## src/include/pdc_defines.svh

```systemverilog
// Register offsets, field positions, reset values and timing counts of the down-counter timer core
`ifndef PDC_DEFINES_SVH
`define PDC_DEFINES_SVH

// Register byte offsets on the APB
`define PDC_CTRL_OFS 12'h000
`define PDC_STAT_OFS 12'h004
`define PDC_PREL_OFS 12'h008
`define PDC_MATCH_OFS 12'h00C
`define PDC_COUNT_OFS 12'h010

// Control register fields
`define PDC_CTRL_RUN 0
`define PDC_CTRL_PCE 1
`define PDC_CTRL_EXT 2
`define PDC_CTRL_PSC 3
`define PDC_CTRL_MODE_LO 4
`define PDC_CTRL_MODE_HI 6
`define PDC_CTRL_OC_LO 8
`define PDC_CTRL_OC_HI 9
`define PDC_CTRL_IEN_LO 16
`define PDC_CTRL_IEN_HI 22

// Status register fields: sticky events in the low byte, levels above
`define PDC_EV_TIMEOUT 0
`define PDC_EV_MATCH 1
`define PDC_EV_PSC_WRAP 2
`define PDC_EV_START 3
`define PDC_EV_RELOAD 4
`define PDC_EV_WAVE 5
`define PDC_EV_EXT_EDGE 6
`define PDC_ST_COM 8
`define PDC_ST_RUNNING 9
`define PDC_ST_OUT 10
`define PDC_ST_EXT_LVL 11

// Reset values
`define PDC_PSC_RST 8'hFF
`define PDC_CNT_RST 16'h0000
`define PDC_CTRL_RST 32'h0000_0000
`define PDC_PREL_RST 16'h0000
`define PDC_MATCH_RST 16'h0000

// Timing: the internal clock runs at half the bus clock
`define PDC_PCLK_MHZ 40
`define PDC_HALF_DIV 2

`endif

```

## src/include/pdc_pkg.sv

```systemverilog
// Types shared by the down-counter timer core
package pdc_pkg;
  // Operating modes of the counter
  typedef enum logic [2:0] {
    PDC_MODE_CAPCMP = 3'h0,
    PDC_MODE_SQUARE = 3'h1,
    PDC_MODE_OTHER2 = 3'h2,
    PDC_MODE_OTHER3 = 3'h3,
    PDC_MODE_OTHER4 = 3'h4,
    PDC_MODE_OTHER5 = 3'h5,
    PDC_MODE_OTHER6 = 3'h6,
    PDC_MODE_OTHER7 = 3'h7
  } pdc_mode_t;

  // Waveform output reaction to a counter event
  typedef enum logic [1:0] {
    PDC_OC_NONE = 2'h0,
    PDC_OC_TOGGLE = 2'h1,
    PDC_OC_ZERO = 2'h2,
    PDC_OC_ONE = 2'h3
  } pdc_oc_t;

  // Control register image
  typedef struct packed {
    logic [8:0] rsvd_hi;
    logic [6:0] irq_en;
    logic [5:0] rsvd_mid;
    pdc_oc_t oc;
    logic rsvd_lo;
    pdc_mode_t mode;
    logic cnt_from_psc;
    logic ext_clk_sel;
    logic prescale_count_enable;
    logic soft_run_control;
  } pdc_ctrl_t;

  // Counter side state seen by the bus
  typedef struct packed {
    logic [15:0] count;
    logic [7:0] psc;
  } pdc_cnt_t;

  // Load sequencing states, one-hot
  typedef enum logic [2:0] {
    PDC_IDLE = 3'b001,
    PDC_ARMED = 3'b010,
    PDC_RUN = 3'b100
  } pdc_state_t;
endpackage

```

## src/hw/pdc_sync.sv

```systemverilog
// Two-flop synchroniser for an asynchronous level
`timescale 1ns/1ps
module pdc_sync (
  // Clock and reset
  input wire logic pclk,
  input wire logic presetn,
  // Level in and out
  input wire logic d_in,
  output logic q_out
);
  logic meta_reg;

  // First stage feeds only the second stage
  always_ff @(posedge pclk or negedge presetn) begin
    if (!presetn) begin
      meta_reg <= 1'b0;
      q_out <= 1'b0;
    end else begin
      meta_reg <= d_in;
      q_out <= meta_reg;
    end
  end
endmodule

```

## src/hw/pdc_downcnt.sv

```systemverilog
// Parameterised loadable down counter advanced by a one-cycle tick
`timescale 1ns/1ps
module pdc_downcnt #(
  parameter int W = 16,
  parameter logic [W-1:0] RST = '0
) (
  // Clock and reset
  input wire logic pclk,
  input wire logic presetn,
  // Control
  input wire logic hold,
  input wire logic tick,
  input wire logic load,
  input wire logic [W-1:0] load_val,
  // State
  output logic [W-1:0] count,
  output logic wrap
);
  wire logic [W-1:0] dec = count - {{(W-1){1'b0}}, 1'b1};

  // Wrap marks a tick taken while the count sits at zero
  assign wrap = tick && !hold && !load && (count == '0);

  // Hold returns to the reset value; load wins over decrement
  always_ff @(posedge pclk or negedge presetn) begin
    if (!presetn) begin
      count <= RST;
    end else if (hold) begin
      count <= RST;
    end else if (tick && load) begin
      count <= load_val;
    end else if (tick) begin
      count <= dec;
    end
  end
endmodule

```

## src/hw/pdc_timer.sv

```systemverilog
// Timer core: clock selection, 8-bit prescaler, 16-bit down counter, compare and APB registers
//
// Our own choices: the APB interface to the registers and the register addresses.
`timescale 1ns/1ps
`include "pdc_defines.svh"

//////////////////////////////////////////////////////////////////////////////
module pdc_timer
  import pdc_pkg::*;
(
  // System clock and reset
  input wire logic pclk,
  input wire logic presetn,
  // APB slave
  input wire logic psel,
  input wire logic penable,
  input wire logic pwrite,
  input wire logic [11:0] paddr,
  input wire logic [31:0] pwdata,
  input wire logic [3:0] pstrb,
  output logic [31:0] prdata,
  output logic pready,
  output logic pslverr,
  // Timer pins
  input wire logic ext_count_clock_in,
  output logic waveform_out,
  // Masked interrupt conditions
  output logic [6:0] irq_req
);

  //////////////////////////////////////////////////////////////////////////////
  // Register state
  pdc_ctrl_t ctrl_reg;
  logic [15:0] first_reload_value;
  logic [15:0] match_value_register;
  logic [6:0] event_reg;
  logic [6:0] event_next;
  logic com_reg;
  logic wave_reg;
  logic half_clk_reg;
  logic ext_prev_reg;
  logic match_prev_reg;
  pdc_state_t state_reg;
  pdc_state_t state_next;
  pdc_cnt_t cnt;

  //////////////////////////////////////////////////////////////////////////////
  // APB decode
  wire logic setup_phase = psel && !penable;
  wire logic access_phase = psel && penable;
  wire logic hit_ctrl = (paddr == `PDC_CTRL_OFS);
  wire logic hit_stat = (paddr == `PDC_STAT_OFS);
  wire logic hit_prel = (paddr == `PDC_PREL_OFS);
  wire logic hit_match = (paddr == `PDC_MATCH_OFS);
  wire logic hit_count = (paddr == `PDC_COUNT_OFS);
  wire logic hit_any = hit_ctrl || hit_stat || hit_prel || hit_match || hit_count;
  wire logic wr_en = access_phase && pwrite && hit_any;
  wire logic [31:0] wmask = {{8{pstrb[3]}}, {8{pstrb[2]}}, {8{pstrb[1]}}, {8{pstrb[0]}}};

  // Slave answers in the first access cycle; no wait states
  assign pready = 1'b1;
  assign pslverr = access_phase && !hit_any;

  //////////////////////////////////////////////////////////////////////////////
  // Clock selection and synchronisation
  logic ext_lvl;

  pdc_sync u_ext_sync (
    .pclk(pclk),
    .presetn(presetn),
    .d_in(ext_count_clock_in),
    .q_out(ext_lvl)
  );

  // Half-rate internal clock as a toggling level, falling when it leaves 1
  wire logic half_fall = half_clk_reg;
  wire logic ext_fall = ext_prev_reg && !ext_lvl;
  wire logic sel_fall = ctrl_reg.ext_clk_sel ? ext_fall : half_fall;

  // Timer enable: both control bits must be set
  wire logic timer_en = ctrl_reg.prescale_count_enable && ctrl_reg.soft_run_control;

  //////////////////////////////////////////////////////////////////////////////
  // Prescaler and counter
  logic psc_wrap;
  wire logic cnt_tick = timer_en && (ctrl_reg.cnt_from_psc ? psc_wrap : sel_fall);
  // Idle or armed: the next counter tick is the first one after enable and loads
  wire logic first_edge = (state_reg != PDC_RUN);
  wire logic cnt_zero = (cnt.count == 16'h0000);
  wire logic cnt_load = first_edge || cnt_zero;

  // Prescaler counts falling edges of the selected clock and wraps FF..0..FF
  pdc_downcnt #(
    .W(8),
    .RST(`PDC_PSC_RST)
  ) u_psc (
    .pclk(pclk),
    .presetn(presetn),
    .hold(!timer_en),
    .tick(timer_en && sel_fall),
    .load(1'b0),
    .load_val(`PDC_PSC_RST),
    .count(cnt.psc),
    .wrap(psc_wrap)
  );

  // Counter held at zero while disabled, loaded on its first edge after enable
  pdc_downcnt #(
    .W(16),
    .RST(`PDC_CNT_RST)
  ) u_cnt (
    .pclk(pclk),
    .presetn(presetn),
    .hold(!timer_en),
    .tick(cnt_tick),
    .load(cnt_load),
    .load_val(first_reload_value),
    .count(cnt.count),
    .wrap()
  );

  //////////////////////////////////////////////////////////////////////////////
  // Load sequencing
  always_comb begin
    state_next = state_reg;
    unique case (state_reg)
      PDC_IDLE: begin
        // A tick in the enabling cycle already loads, so skip the armed wait
        if (timer_en && cnt_tick) begin
          state_next = PDC_RUN;
        end else if (timer_en) begin
          state_next = PDC_ARMED;
        end
      end
      PDC_ARMED: begin
        if (!timer_en) begin
          state_next = PDC_IDLE;
        end else if (cnt_tick) begin
          state_next = PDC_RUN;
        end
      end
      PDC_RUN: begin
        if (!timer_en) begin
          state_next = PDC_IDLE;
        end
      end
      default: begin
        state_next = PDC_IDLE;
      end
    endcase
  end

  //////////////////////////////////////////////////////////////////////////////
  // Counter events
  wire logic running = (state_reg != PDC_IDLE);
  // Timeout is a decrement that lands on zero after the first load
  wire logic timeout_ev = cnt_tick && (state_reg == PDC_RUN) && (cnt.count == 16'h0001);
  // Comparator watches the live count; a new equality is one event
  wire logic match_now = running && (cnt.count == match_value_register);
  wire logic match_ev = match_now && !match_prev_reg;
  // Reload is a tick that finds zero; load has priority there, so the counter's wrap stays quiet
  wire logic reload_ev = cnt_tick && cnt_zero && (state_reg == PDC_RUN);
  wire logic mode_capcmp = (ctrl_reg.mode == PDC_MODE_CAPCMP);
  wire logic mode_square = (ctrl_reg.mode == PDC_MODE_SQUARE);
  // Match drives the output only in compare mode; timeout drives it in square mode
  wire logic wave_ev = (mode_capcmp && match_ev) || (mode_square && timeout_ev);
  logic wave_next;

  always_comb begin
    wave_next = wave_reg;
    if (wave_ev) begin
      unique case (ctrl_reg.oc)
        PDC_OC_NONE: wave_next = wave_reg;
        PDC_OC_TOGGLE: wave_next = !wave_reg;
        PDC_OC_ZERO: wave_next = 1'b0;
        PDC_OC_ONE: wave_next = 1'b1;
      endcase
    end
  end

  // Sticky events: set wins over a write-one clear in the same cycle
  wire logic [6:0] ev_set = {ext_fall, wave_ev, reload_ev, (state_reg == PDC_IDLE) && timer_en,
                             psc_wrap, match_ev, timeout_ev};
  wire logic [6:0] ev_clr = (wr_en && hit_stat) ? (pwdata[6:0] & wmask[6:0]) : 7'h00;

  always_comb begin
    event_next = (event_reg & ~ev_clr) | ev_set;
  end

  // Seven conditions each gated by their own enable bit
  assign irq_req = event_reg & ctrl_reg.irq_en;
  assign waveform_out = wave_reg;

  //////////////////////////////////////////////////////////////////////////////
  // Register writes
  wire logic [31:0] ctrl_wr = (ctrl_reg & ~wmask) | (pwdata & wmask);
  wire logic [31:0] prel_wr = ({16'h0000, first_reload_value} & ~wmask) | (pwdata & wmask);
  wire logic [31:0] match_wr = ({16'h0000, match_value_register} & ~wmask) | (pwdata & wmask);

  // Control and value registers
  always_ff @(posedge pclk or negedge presetn) begin
    if (!presetn) begin
      ctrl_reg <= `PDC_CTRL_RST;
      first_reload_value <= `PDC_PREL_RST;
      match_value_register <= `PDC_MATCH_RST;
    end else if (wr_en) begin
      if (hit_ctrl) begin
        ctrl_reg <= ctrl_wr;
      end
      if (hit_prel) begin
        first_reload_value <= prel_wr[15:0];
      end
      if (hit_match) begin
        match_value_register <= match_wr[15:0];
      end
    end
  end

  // Timer state, flags and edge history
  always_ff @(posedge pclk or negedge presetn) begin
    if (!presetn) begin
      state_reg <= PDC_IDLE;
      event_reg <= 7'h00;
      com_reg <= 1'b0;
      wave_reg <= 1'b0;
      half_clk_reg <= 1'b0;
      ext_prev_reg <= 1'b0;
      match_prev_reg <= 1'b0;
    end else begin
      state_reg <= state_next;
      event_reg <= event_next;
      // Timeout clears the compare level even if a match coincides
      com_reg <= timeout_ev ? 1'b0 : (match_ev ? 1'b1 : com_reg);
      wave_reg <= wave_next;
      half_clk_reg <= !half_clk_reg;
      ext_prev_reg <= ext_lvl;
      match_prev_reg <= match_now;
    end
  end

  //////////////////////////////////////////////////////////////////////////////
  // Read data, registered in the setup cycle so it is stable through access
  logic [31:0] status_word;
  logic [31:0] rd_mux;

  always_comb begin
    status_word = 32'h0000_0000;
    status_word[6:0] = event_reg;
    status_word[`PDC_ST_COM] = com_reg;
    status_word[`PDC_ST_RUNNING] = running;
    status_word[`PDC_ST_OUT] = wave_reg;
    status_word[`PDC_ST_EXT_LVL] = ext_lvl;
  end

  assign rd_mux = hit_ctrl ? ctrl_reg :
                  hit_stat ? status_word :
                  hit_prel ? {16'h0000, first_reload_value} :
                  hit_match ? {16'h0000, match_value_register} :
                  hit_count ? {8'h00, cnt} : 32'h0000_0000;

  always_ff @(posedge pclk or negedge presetn) begin
    if (!presetn) begin
      prdata <= 32'h0000_0000;
    end else if (setup_phase) begin
      prdata <= rd_mux;
    end
  end

  //////////////////////////////////////////////////////////////////////////////
  // Checks
  AST_RESET_VALUES: assert property (@(posedge pclk) $rose(presetn) |-> (cnt.psc == 8'hFF) && (cnt.count == 16'h0000))
    else $error("prescaler or counter not at reset value");

  AST_FIRST_LOAD: assert property (@(posedge pclk) disable iff (!presetn)
    first_edge && cnt_tick && timer_en |=> cnt.count == $past(first_reload_value))
    else $error("counter not loaded on first edge after enable");

  AST_RELOAD_ZERO: assert property (@(posedge pclk) disable iff (!presetn)
    timer_en && cnt_zero && cnt_tick |=> cnt.count == $past(first_reload_value))
    else $error("counter not reloaded at zero");

  AST_PSC_TICK: assert property (@(posedge pclk) disable iff (!presetn)
    psc_wrap |=> cnt.psc == 8'hFF)
    else $error("prescaler wrap not to all ones");

  AST_CHAIN: assert property (@(posedge pclk) disable iff (!presetn)
    timer_en && ctrl_reg.cnt_from_psc && !psc_wrap |-> !cnt_tick)
    else $error("chained counter advanced without prescaler wrap");

  AST_TIMEOUT_FLAGS: assert property (@(posedge pclk) disable iff (!presetn)
    timeout_ev |=> event_reg[`PDC_EV_TIMEOUT] && !com_reg && cnt_zero)
    else $error("timeout flags wrong");

  AST_MATCH_FLAG: assert property (@(posedge pclk) disable iff (!presetn)
    match_ev && !timeout_ev |=> event_reg[`PDC_EV_MATCH] && com_reg)
    else $error("match did not set flags");

  AST_ENABLE_BOTH: assert property (@(posedge pclk) disable iff (!presetn)
    !(ctrl_reg.prescale_count_enable && ctrl_reg.soft_run_control) |=> (state_reg == PDC_IDLE) || timer_en)
    else $error("timer left idle without both enables");

  AST_DECREMENT: assert property (@(posedge pclk) disable iff (!presetn)
    cnt_tick && !cnt_load && timer_en |=> cnt.count == $past(cnt.count) - 16'h0001)
    else $error("counter did not decrement by one");

  AST_WAVE_TOGGLE: assert property (@(posedge pclk) disable iff (!presetn)
    mode_capcmp && match_ev && ctrl_reg.oc == PDC_OC_TOGGLE |=> waveform_out != $past(waveform_out))
    else $error("compare match did not toggle output");

  AST_IRQ_MASK: assert property (@(posedge pclk) disable iff (!presetn)
    irq_req == (event_reg & ctrl_reg.irq_en))
    else $error("interrupt condition not masked");

  AST_HALF_CLOCK: assert property (@(posedge pclk) disable iff (!presetn)
    half_fall |=> !half_fall ##1 half_fall)
    else $error("internal clock not half rate");
endmodule

```

## config.mk

```make
export PLATFORM = sky130hd
export DESIGN_NAME = pdc_timer
export DESIGN_NICKNAME = d
export VERILOG_FILES = /design/src/include/pdc_pkg.sv /design/src/hw/pdc_sync.sv /design/src/hw/pdc_downcnt.sv /design/src/hw/pdc_timer.sv
export VERILOG_INCLUDE_DIRS = /design/src /design/src/include
export SDC_FILE = /design/constraint.sdc
export NUM_CORES = 1
export LEC_CHECK = 0
export BUFFER_PORTS_ARGS = -buffer_cell sky130_fd_sc_hd__buf_2
export CORE_MARGIN = 2
export CORE_UTILIZATION = 57
export DETAILED_ROUTE_END_ITERATION = 8
export GPL_ROUTABILITY_DRIVEN = 0
export PLACE_DENSITY = 0.79
export RECOVER_POWER = 50
export SYNTH_ARGS = -nofsm -noshare
export SYNTH_HDL_FRONTEND = slang
export SYNTH_SLANG_ARGS = --single-unit
```

## constraint.sdc

```tcl
create_clock -name pclk -period 2.8 [get_ports pclk]
set_clock_uncertainty 0.2 [all_clocks]
set_input_delay 0.56 -clock pclk [delete_from_list [all_inputs] [get_ports pclk]]
set_output_delay 0.56 -clock pclk [all_outputs]
set_load 0.01 [all_outputs]
```

Word-level counts from Yosys, hierarchy flattened
Cells that the tools add are included.
{"block": "classes", "n_reduce_logical": 46, "eq_ne": 20, "muxes": 22, "n_bitwise": 14, "addsub": 2}
{"cell": "2-to-1 mux 24 bit", "n": 4}
{"cell": "bitwise AND 32 bit", "n": 2}
{"cell": "2-to-1 mux 16 bit", "n": 3}
{"cell": "bitwise AND 16 bit", "n": 2}
{"cell": "2-to-1 mux 32 bit", "n": 1}
{"cell": "NOT 32 bit", "n": 1}
{"cell": "bitwise OR 16 bit", "n": 2}
{"cell": "bitwise OR 32 bit", "n": 1}
{"cell": "== test 12 x 4 -> 1 bit, second input constant", "n": 2}
{"cell": "logical AND 1 bit", "n": 23}
{"cell": "bitwise AND 7 bit", "n": 3}
{"cell": "== test 16 x 1 -> 1 bit, second input constant", "n": 1}
{"cell": "== test 16 bit", "n": 1}
{"cell": "logical NOT 16 bit", "n": 1}
{"cell": "2-to-1 mux 8 bit", "n": 2}
{"cell": "subtractor 16 x 1 -> 16 bit, second input constant", "n": 1}
{"cell": "2-to-1 mux 3 bit", "n": 5}
{"cell": "== test 12 x 3 -> 1 bit, second input constant", "n": 1}
{"cell": "== test 12 x 5 -> 1 bit, second input constant", "n": 1}
{"cell": "logical NOT 12 bit", "n": 1}
{"cell": "!= test 3 bit, second input constant", "n": 3}
{"cell": "case mux 3 bit (3 select lines)", "n": 1}
{"cell": "logical NOT 8 bit", "n": 1}
{"cell": "AND reduction 2 bit", "n": 4}
{"cell": "other kinds (21)", "n": 37}
{"block": "word_totals", "in_bits": 54, "reg_bits": 137, "output_inout_bits": 42, "elab_cells": 128}

Depth between registers and ports, before layout
Gate-level depths: netlist of the first run.
{"block": "logic_depth", "depth_word": 13, "depth_mapped": 9, "mapped_depth_nobuf": 8}

By module
From an unflattened synthesis of the first run, not the netlist that was laid out.
{"block": "hier_totals", "hier_cells": 685, "hier_area_um2": 7126.8}
{"mod": "pdc_timer", "cells_each": 486, "n_inst": 1, "seq_area_each_um2": 2778.9, "area_per_inst_um2": 5320.1}
{"mod": "pdc_downcnt (u_cnt)", "cells_each": 132, "n_inst": 1, "seq_area_each_um2": 400.4, "area_per_inst_um2": 1158.6}
{"mod": "pdc_downcnt (u_psc)", "cells_each": 65, "n_inst": 1, "seq_area_each_um2": 210.2, "area_per_inst_um2": 598.1}
{"mod": "pdc_sync", "cells_each": 2, "n_inst": 1, "seq_area_each_um2": 50.0, "area_per_inst_um2": 50.0}

Least setup slack after synthesis of the first run
Ideal clock, no wire load.
{"block": "synth_timing", "path_kind": "input-to-reg", "from": "input port paddr[7]", "to": "register event_reg[4]", "setup_ns": 0.120, "path_stages": 6, "slack_ns": 0.342, "t_arrival_ns": 2.138, "cell_sequence": "nor4_2 -> nand3_2 -> or4_4 -> nor3b_4 -> a21boi_1 -> a41o_1"}
{"block": "synth_between", "elab_chain_len": 11, "elab_cells_between_ends": 15, "classes_between": "4 x eq/ne; 1 x mux; 3 x bitwise; 7 x reduce/logical"}
{"element": "start, declared", "line_no": "pdc_timer.sv:18", "source": "input wire logic [11:0] paddr,"}
{"element": "== test 12 x 3 -> 1 bit (no source line) / logical NOT 12 bit (equally long branches)"}
{"element": "logical OR 1 bit (4 in a row)", "line_no": "pdc_timer.sv:56", "source": "wire logic hit_any = hit_ctrl || hit_stat || hit_prel || hit_match || hit_count;"}
{"element": "logical AND 1 bit", "line_no": "pdc_timer.sv:57", "source": "wire logic wr_en = access_phase && pwrite && hit_any;"}
{"element": "logical AND 1 bit *", "line_no": "pdc_timer.sv:184", "source": "wire logic [6:0] ev_clr = (wr_en && hit_stat) ? (pwdata[6:0] & wmask[6:0]) : 7'h00;"}
{"element": "2-to-1 mux 7 bit *", "line_no": "pdc_timer.sv:184"}
{"element": "NOT 7 bit *", "line_no": "pdc_timer.sv:187", "source": "event_next = (event_reg & ~ev_clr) | ev_set;"}
{"element": "bitwise AND 7 bit *", "line_no": "pdc_timer.sv:187"}
{"element": "bitwise OR 7 bit *", "line_no": "pdc_timer.sv:187"}
{"element": "net event_next[4]", "line_no": "pdc_timer.sv:37", "source": "logic [6:0] event_next;"}
{"element": "end signal, assigned", "line_no": "pdc_timer.sv:231", "source": "event_reg <= event_next;"}
{"element": "end, declared", "line_no": "pdc_timer.sv:36", "source": "logic [6:0] event_reg;"}
Mark *: on every way through the listed nets, which the timed path passes. The rest lies on a longest branch.
A chain may end at the register's enable or synchronous reset.

Final worst setup path of the first run
{"block": "layout_timing", "from": "register u_cnt.count[6]", "to": "register u_cnt.count[11]"}
{"block": "layout_between", "elab_chain_len": 5, "elab_cells_between_ends": 8, "classes_between": "1 x add/sub; 1 x eq/ne; 3 x mux; 3 x reduce/logical"}
{"element": "start, declared", "line_no": "pdc_downcnt.sv:16", "source": "output logic [W-1:0] count,"}
{"element": "start signal, assigned", "line_no": "pdc_downcnt.sv:31", "source": "count <= load_val;"}
{"element": "parallel branches: the longest is 5 deep, another holds subtractor 16 x 1 -> 16 bit"}
Several ways; the timed one is not identified. The select of a mux whose other input is x is not followed.

==> out/metrics.csv, run 1 <==
metric,value,unit
drv_cap,1,
clock.fmax,0.394,GHz
cts_setup_buffers,0,
synthToLayoutAreaGrowth,20.9,%
start_util,0.584,
synth-seq-cells,137,
slew_violations,84,
critPathTopFamily,simple AND/OR/NAND/NOR gates,
fin_tns_setup,0,ps
critPathKind,register to register,
worstSetupStartpointType,register,
hold_depth,1,
clkLatencyLatePin,420,ps
setup_viol,0,
hold_viol,0,
min_to,u_ext_sync.meta_reg,
core-area,11500,um2
slew_headroom,-0.364,
clkSinkCount,137,
place_ws,105,ps
yosysUniqueCellTypes,58,
fin_crit,2540,ps
drt_iter0_markers,663,
port_buffers,94,
drive_gt1_frac,0.267,
syn_nets,701,
synth-seq-area-share,0.513,
dp_hpwl,13.8,mm
worstRegToRegCells,7,
dp.cells,882,
die-area,12600,um2
ir_drop,0.000547,V
rsz0062_at_grt,no,
rrSetupSlack,260,ps
ioPinCount,96,
clk_pin_slew,60,ps
cts_buffers,17,
antenna_left,0,
drc,0,
timing.rr.end,u_cnt.count[11],
antenna_found_initial,0,
rows,39,
post-route-period-util,0.906,
required,2880,ps
avgSynthCellArea,10.4,um2
vias,5701,
setup_slack,264,ps
fin_cells,914,
reg2reg_from,u_cnt.count[6],
crit_fanout,28,
ys_async_sr_fraction,1.00,
wl_per_cell,20.8,um
antenna_cells,0,
first_pass_iters,5,
path_cells,nor4_1 > nand4_1 > o21ai_4 > buf_12 > nor2_1 > nor2_1 > o22ai_1,
die_w,112,um
synthCells,642,
synth_warnings,0,
violations,"capacitance limit, slew limit",
cts_max_level,4,
grt_usage,0.311,
status,finished with violations,
clockBufferDepth,2,
grt_first_pass_wirelength,30.3,mm
clock-root-buffer,clkbuf_16,
cp.arrival,2620,ps
cpMaxStageDelayCell,dfrtp_1,
synth_ff_type,dfrtp_1,
grt_max_degree,84,
worst_slew_pin_slew,2050,ps
p_leak,0.00407,uW
hp-class,input port to register,
worst_setup_path_end_kind,register,
grt_pass1_vias,5702,
min_from,ext_count_clock_in,
finalWirelength,19.1,mm
synth_edf_count,0,
critPathMaxStageDelay,470,ps
layout.nets,817,
syn_area,6700,um2
cp_num_buf_inv,1,
p_per_area,572,nW/um2
die_h,112,um
cts_tree,built,
via_per_inst,6.24,
cp_common_cell,nor2_1,
overflow,0,
per-stage QoR:
step                      total power, uW  cell area [um2]  hold slack, ps  utilization
after floorplan                      2190             6700            64.4            -
after global placement               2340             7500             139        0.654
after detailed placement             2350             7500             141        0.654
after CTS                            4660             8120            8.77        0.708
after global routing                 4780             8100            36.8        0.706
final                                4630             8100            43.4        0.706
final cells by class:
class                           count  area (um2)
Sequential cell                   137        3440
Fill cell                         782        3370
Multi-Input combinational cell    461        3090
Timing Repair Buffer              129         728
Clock buffer                       19         453
Tap cell                          143         179
Clock inverter                     13         170
Inverter                           12        45.0
routing by layer:
layer,share of wire,track usage
met2,0.49,0.514
met3,0.081,0.0734
met5,0,0
met1,0.41,0.413
met4,0.025,0.0911
synth_stat cells, types with 5 or more instances:
library cell / instances / area share
a21oi_1: 29 / 0.022
a221oi_1: 24 / 0.031
and2_1: 11 / 0.010
and3_1: 5 / 0.0047
clkbuf_1: 24 / 0.013
dfrtp_1: 128 / 0.48
dfstp_2: 9 / 0.035
ha_1: 5 / 0.0093
inv_1: 12 / 0.0067
mux2_1: 32 / 0.054
mux2_2: 32 / 0.054
mux2i_1: 19 / 0.028
nand2_1: 58 / 0.032
nand2b_1: 5 / 0.0047
nand3_1: 22 / 0.016
nor2_1: 78 / 0.044
nor3_1: 11 / 0.0082
nor4_1: 13 / 0.012
o21ai_0: 35 / 0.026
o22ai_1: 8 / 0.0075
xnor2_1: 7 / 0.0092
xor2_1: 14 / 0.018
worst register-to-register path: stages, from the launching register on:
cell	delay (ps)
dfrtp_1	470
nor4_1	450
nand4_1	360
o21ai_4	250
buf_12	190
nor2_1	80
nor2_1	250
o22ai_1	160
worst max path at each step:
stage,startpoint,end,slack [ps],cells after the start
finish,u_cnt.count[6],u_cnt.count[11],260,7
global route,presetn,prdata[15],100,2
CTS,u_psc.count[0],u_cnt.count[11],70,7
detailed placement,paddr[7],register,110,9
global placement,paddr[7],event_reg[4],120,7
floorplan,paddr[7],event_reg[4],340,6
timing repair:
action	4_1_cts	5_1_grt
gates resized for setup	0	1
hold buffers	0	0
endpoints found under the setup margin	0	4
layout by cell type (no fill, tap or decap), drive strengths merged, types with 3 or more instances in the layout:
cell type,Yosys,layout
and2,12,12
o31a,3,3
o21ai,36,36
nand3,23,23
ha,5,5
a21oi,29,29
a21o,3,3
clkbuf,24,33
and3,5,5
xnor2,7,7
dfstp,9,9
inv,12,13
mux2i,19,19
a22o,3,3
o22ai,8,8
nor3,11,11
nor3b,5,5
clkinv,0,7
nand2b,5,5
dfrtp,128,128
or3,3,3
nand2,62,62
nor4,15,15
mux2,64,64
a221oi,24,24
bufinv,0,3
nor2,78,78
buf,8,115
xor2,14,14
power breakdown:
group	internal, uW	total [uW]	switching (uW)
registers	2020	2050	22.8
logic	95.0	267	172
clock network	1460	2320	862
total	3570	4630	1060
kinds of logic (layout without fill, tap and decap cells):
group,after synthesis,count (layout),share of synthesized area
buf+inv,44,173,0.0276
flops,137,137,0.513
xor+xnor,21,21,0.0275
compound gates,122,122,0.120
mux,83,83,0.136
fa+ha+maj,5,5,0.00934
other cells,1,1,0.000560
simple gates,229,229,0.165
No activity file was read; power rests on OpenSTA's default activity.
==> run 2: changes to the inputs <==
==> constraint.sdc (replaced) <==
create_clock -name pclk -period 2.8 [get_ports pclk]
set_clock_uncertainty 0.2 [all_clocks]
set_input_delay 0.28 -clock pclk [delete_from_list [all_inputs] [get_ports pclk]]
set_output_delay 0.28 -clock pclk [all_outputs]
set_load 0.01 [all_outputs]
==> run 2 against run 1 <==
  * The flow still finishes with violations (capacitance limit, slew limit)
  * Register-to-register slack got worse by 100 ps
  * Global-route usage increased by 2.3 points
  * Maximum frequency fell by 3.9%
  * Sequential share of layout area is 1.5 points lower
  * Critical path type unchanged
  * Largest power group unchanged
  * Highest routed layer unchanged
==> out/metrics.csv, run 2 (synthesis gave the netlist of run 1 again) <==
metric,value,unit,change
status,finished with violations,,
violations,"capacitance limit, slew limit",,
via_per_inst,6.30,,+1.1%
min_from,penable,,
required,2890,ps,about the same
slew_violations,78,,-7.1%
core-area,11500,um2,unchanged
rsz0062_at_grt,no,,
grt_pass1_vias,6200,,+8.7%
die_w,112,um,unchanged
whs,135,ps,+91.6 ps
clkLatencyLatePin,430,ps,about the same
top_layer,met4,,
slew_headroom,-0.288,,+0.0755
final_cell_mix,"dfrtp_1 (128), nor2_1 (78), buf_2 (60)",,
setup_slack,161,ps,-104 ps
power,4770,uW,+3.1%
die-area,12600,um2,unchanged
grt_first_pass_wirelength,32.5,mm,+7.3%
dp_hpwl,13.7,mm,-0.87%
clkSinkCount,137,,unchanged
drt_iter0_markers,733,,+11%
fin_crit,2640,ps,+104 ps
drive_gt1_frac,0.225,,-0.0422
ioPinCount,96,,unchanged
grt_max_degree,78,,-7.1%
fillCellCount,763,,-2.4%
drv_cap,1,,unchanged
path_cells,nor4_1 > nand4_1 > o21a_1 > and3_1 > a21oi_1 > o22ai_1,,
seq_area,3440,um2,unchanged
cts_max_level,4,,unchanged
met2RoutedLength,9.80,mm,+5.3%
critPathMaxStageDelay,540,ps,+70 ps
cpMaxStageDelayCell,nor4_1,,
hold_viol,0,,unchanged
rrSetupSlack,160,ps,-100 ps
reg2reg_from,u_cnt.count[11],,
die_h,112,um,unchanged
vias,5945,,+4.3%
port_buffers,94,,unchanged
rows,39,,unchanged
min_to,prdata[6],,
grt_usage,0.334,,+0.0227
final_common_cell,dfrtp_1,,
worst_slew_pin_slew,1930,ps,-113 ps
critPathKind,register to register,,
finalWirelength,20.2,mm,+6.3%
critPathTopFamily,simple AND/OR/NAND/NOR gates,,
cp_num_buf_inv,0,,-1
cp.arrival,2730,ps,+110 ps
hp-class,input port to register,,
utilization,0.732,,+0.0256
clockBufferDepth,2,,unchanged
antenna_cells,0,,unchanged
drc,0,,unchanged
cts_setup_buffers,0,,unchanged
hold_depth,4,,+3
antenna_found_initial,0,,unchanged
setup_viol,0,,unchanged
start_util,0.584,,unchanged
p_per_area,569,nW/um2,-0.55%
route.met3.wl,1.94,mm,+26%
met1_length,7.75,mm,+0.22%
wl_per_cell,21.5,um,+3.0%
ir_drop,0.000646,V,+18%
crit_fanout,10,,-64%
worst_setup_path_end_kind,register,,
synthToLayoutAreaGrowth,25.3,%,
timing.rr.end,u_cnt.count[14],,
fin_tns_setup,0,ps,unchanged
cts_tree,built,,
place_ws,187,ps,+81.6 ps
clock-root-buffer,clkbuf_16,,
antenna_left,0,,unchanged
post-route-period-util,0.943,,+0.0370
first_pass_iters,6,,+1
worstRegToRegCells,6,,-1
cts_buffers,17,,unchanged
clk_pin_slew,60,ps,about the same
p_leak,0.00412,uW,+1.4%
clock.fmax,0.379,GHz,-3.9%
layout.nets,846,,+3.5%
overflow,0,,unchanged
multiInputGateArea,3090,um2,about the same
worstSetupStartpointType,register,,
## run 2: cell types whose count changed in the layout (fill, tap and decap cells not counted), sizes merged
| cell | previous run | this run |
|---|---|---|
| buf | 115 | 88 |
| bufinv | 3 | 4 |
| clkbuf | 33 | 57 |
| clkinv | 7 | 4 |
| dlygate4sd3 | 0 | 34 |
## run 2: report_power, final
part	internal, uW	switching, uW
Clock	1560	859
Combinational	120	185
Sequential	2020	25.3
## run 2: layout make-up
| cell class | instances | share of cell area |
|---|---|---|
| repair buffers | 158 | 0.120 |
| multi-input cells | 461 | 0.368 |
| clock inverters | 11 | 0.0200 |
| flip-flops and latches | 137 | 0.410 |
| well taps | 143 | 0.0213 |
| inverters | 12 | 0.00537 |
| clock buffers | 21 | 0.0560 |
## run 2: worst register-to-register path, stage by stage, from the launching register on
cell and delay, ps:
dfrtp_1 380, nor4_1 540, nand4_1 430, o21a_1 460, and3_1 250, a21oi_1 140
o22ai_1 120
## run 2: metrics by stage
| step | instances | area (um2) |
|---|---|---|
| 5_1_grt | 943 | 8390 |
| 3_3_place_gp | 877 | 7460 |
| 2_1_floorplan | 642 | 6700 |
| 4_1_cts | 943 | 8440 |
| 6_report | 943 | 8390 |
| 3_5_place_dp | 877 | 7460 |
## run 2: what timing repair did
item | in CTS | in global routing
resized for setup | 0 | 1
hold endpoints to repair | 137 | 0
hold buffers | 34 | 0
setup endpoints to repair | 0 | 2
## run 2: worst max-delay path by stage
stage,startpoint,end,slack (ps),depth (start not counted)
6_report,u_cnt.count[11],u_cnt.count[14],160,6
5_1_grt,presetn,prdata[22],7,3
4_1_cts,u_cnt.count[11],u_cnt.count[14],200,6
3_5_place_dp,paddr[1],register,190,7
3_3_place_gp,paddr[7],event_reg[4],290,7
2_1_floorplan,u_cnt.count[9],u_cnt.count[5],580,8
## run 2: routing by layer
metal	GRT usage	vias to the layer above
met5	0	-
met4	0.146	0
met3	0.0751	84
met2	0.541	391
met1	0.435	2894
li1	-	2576
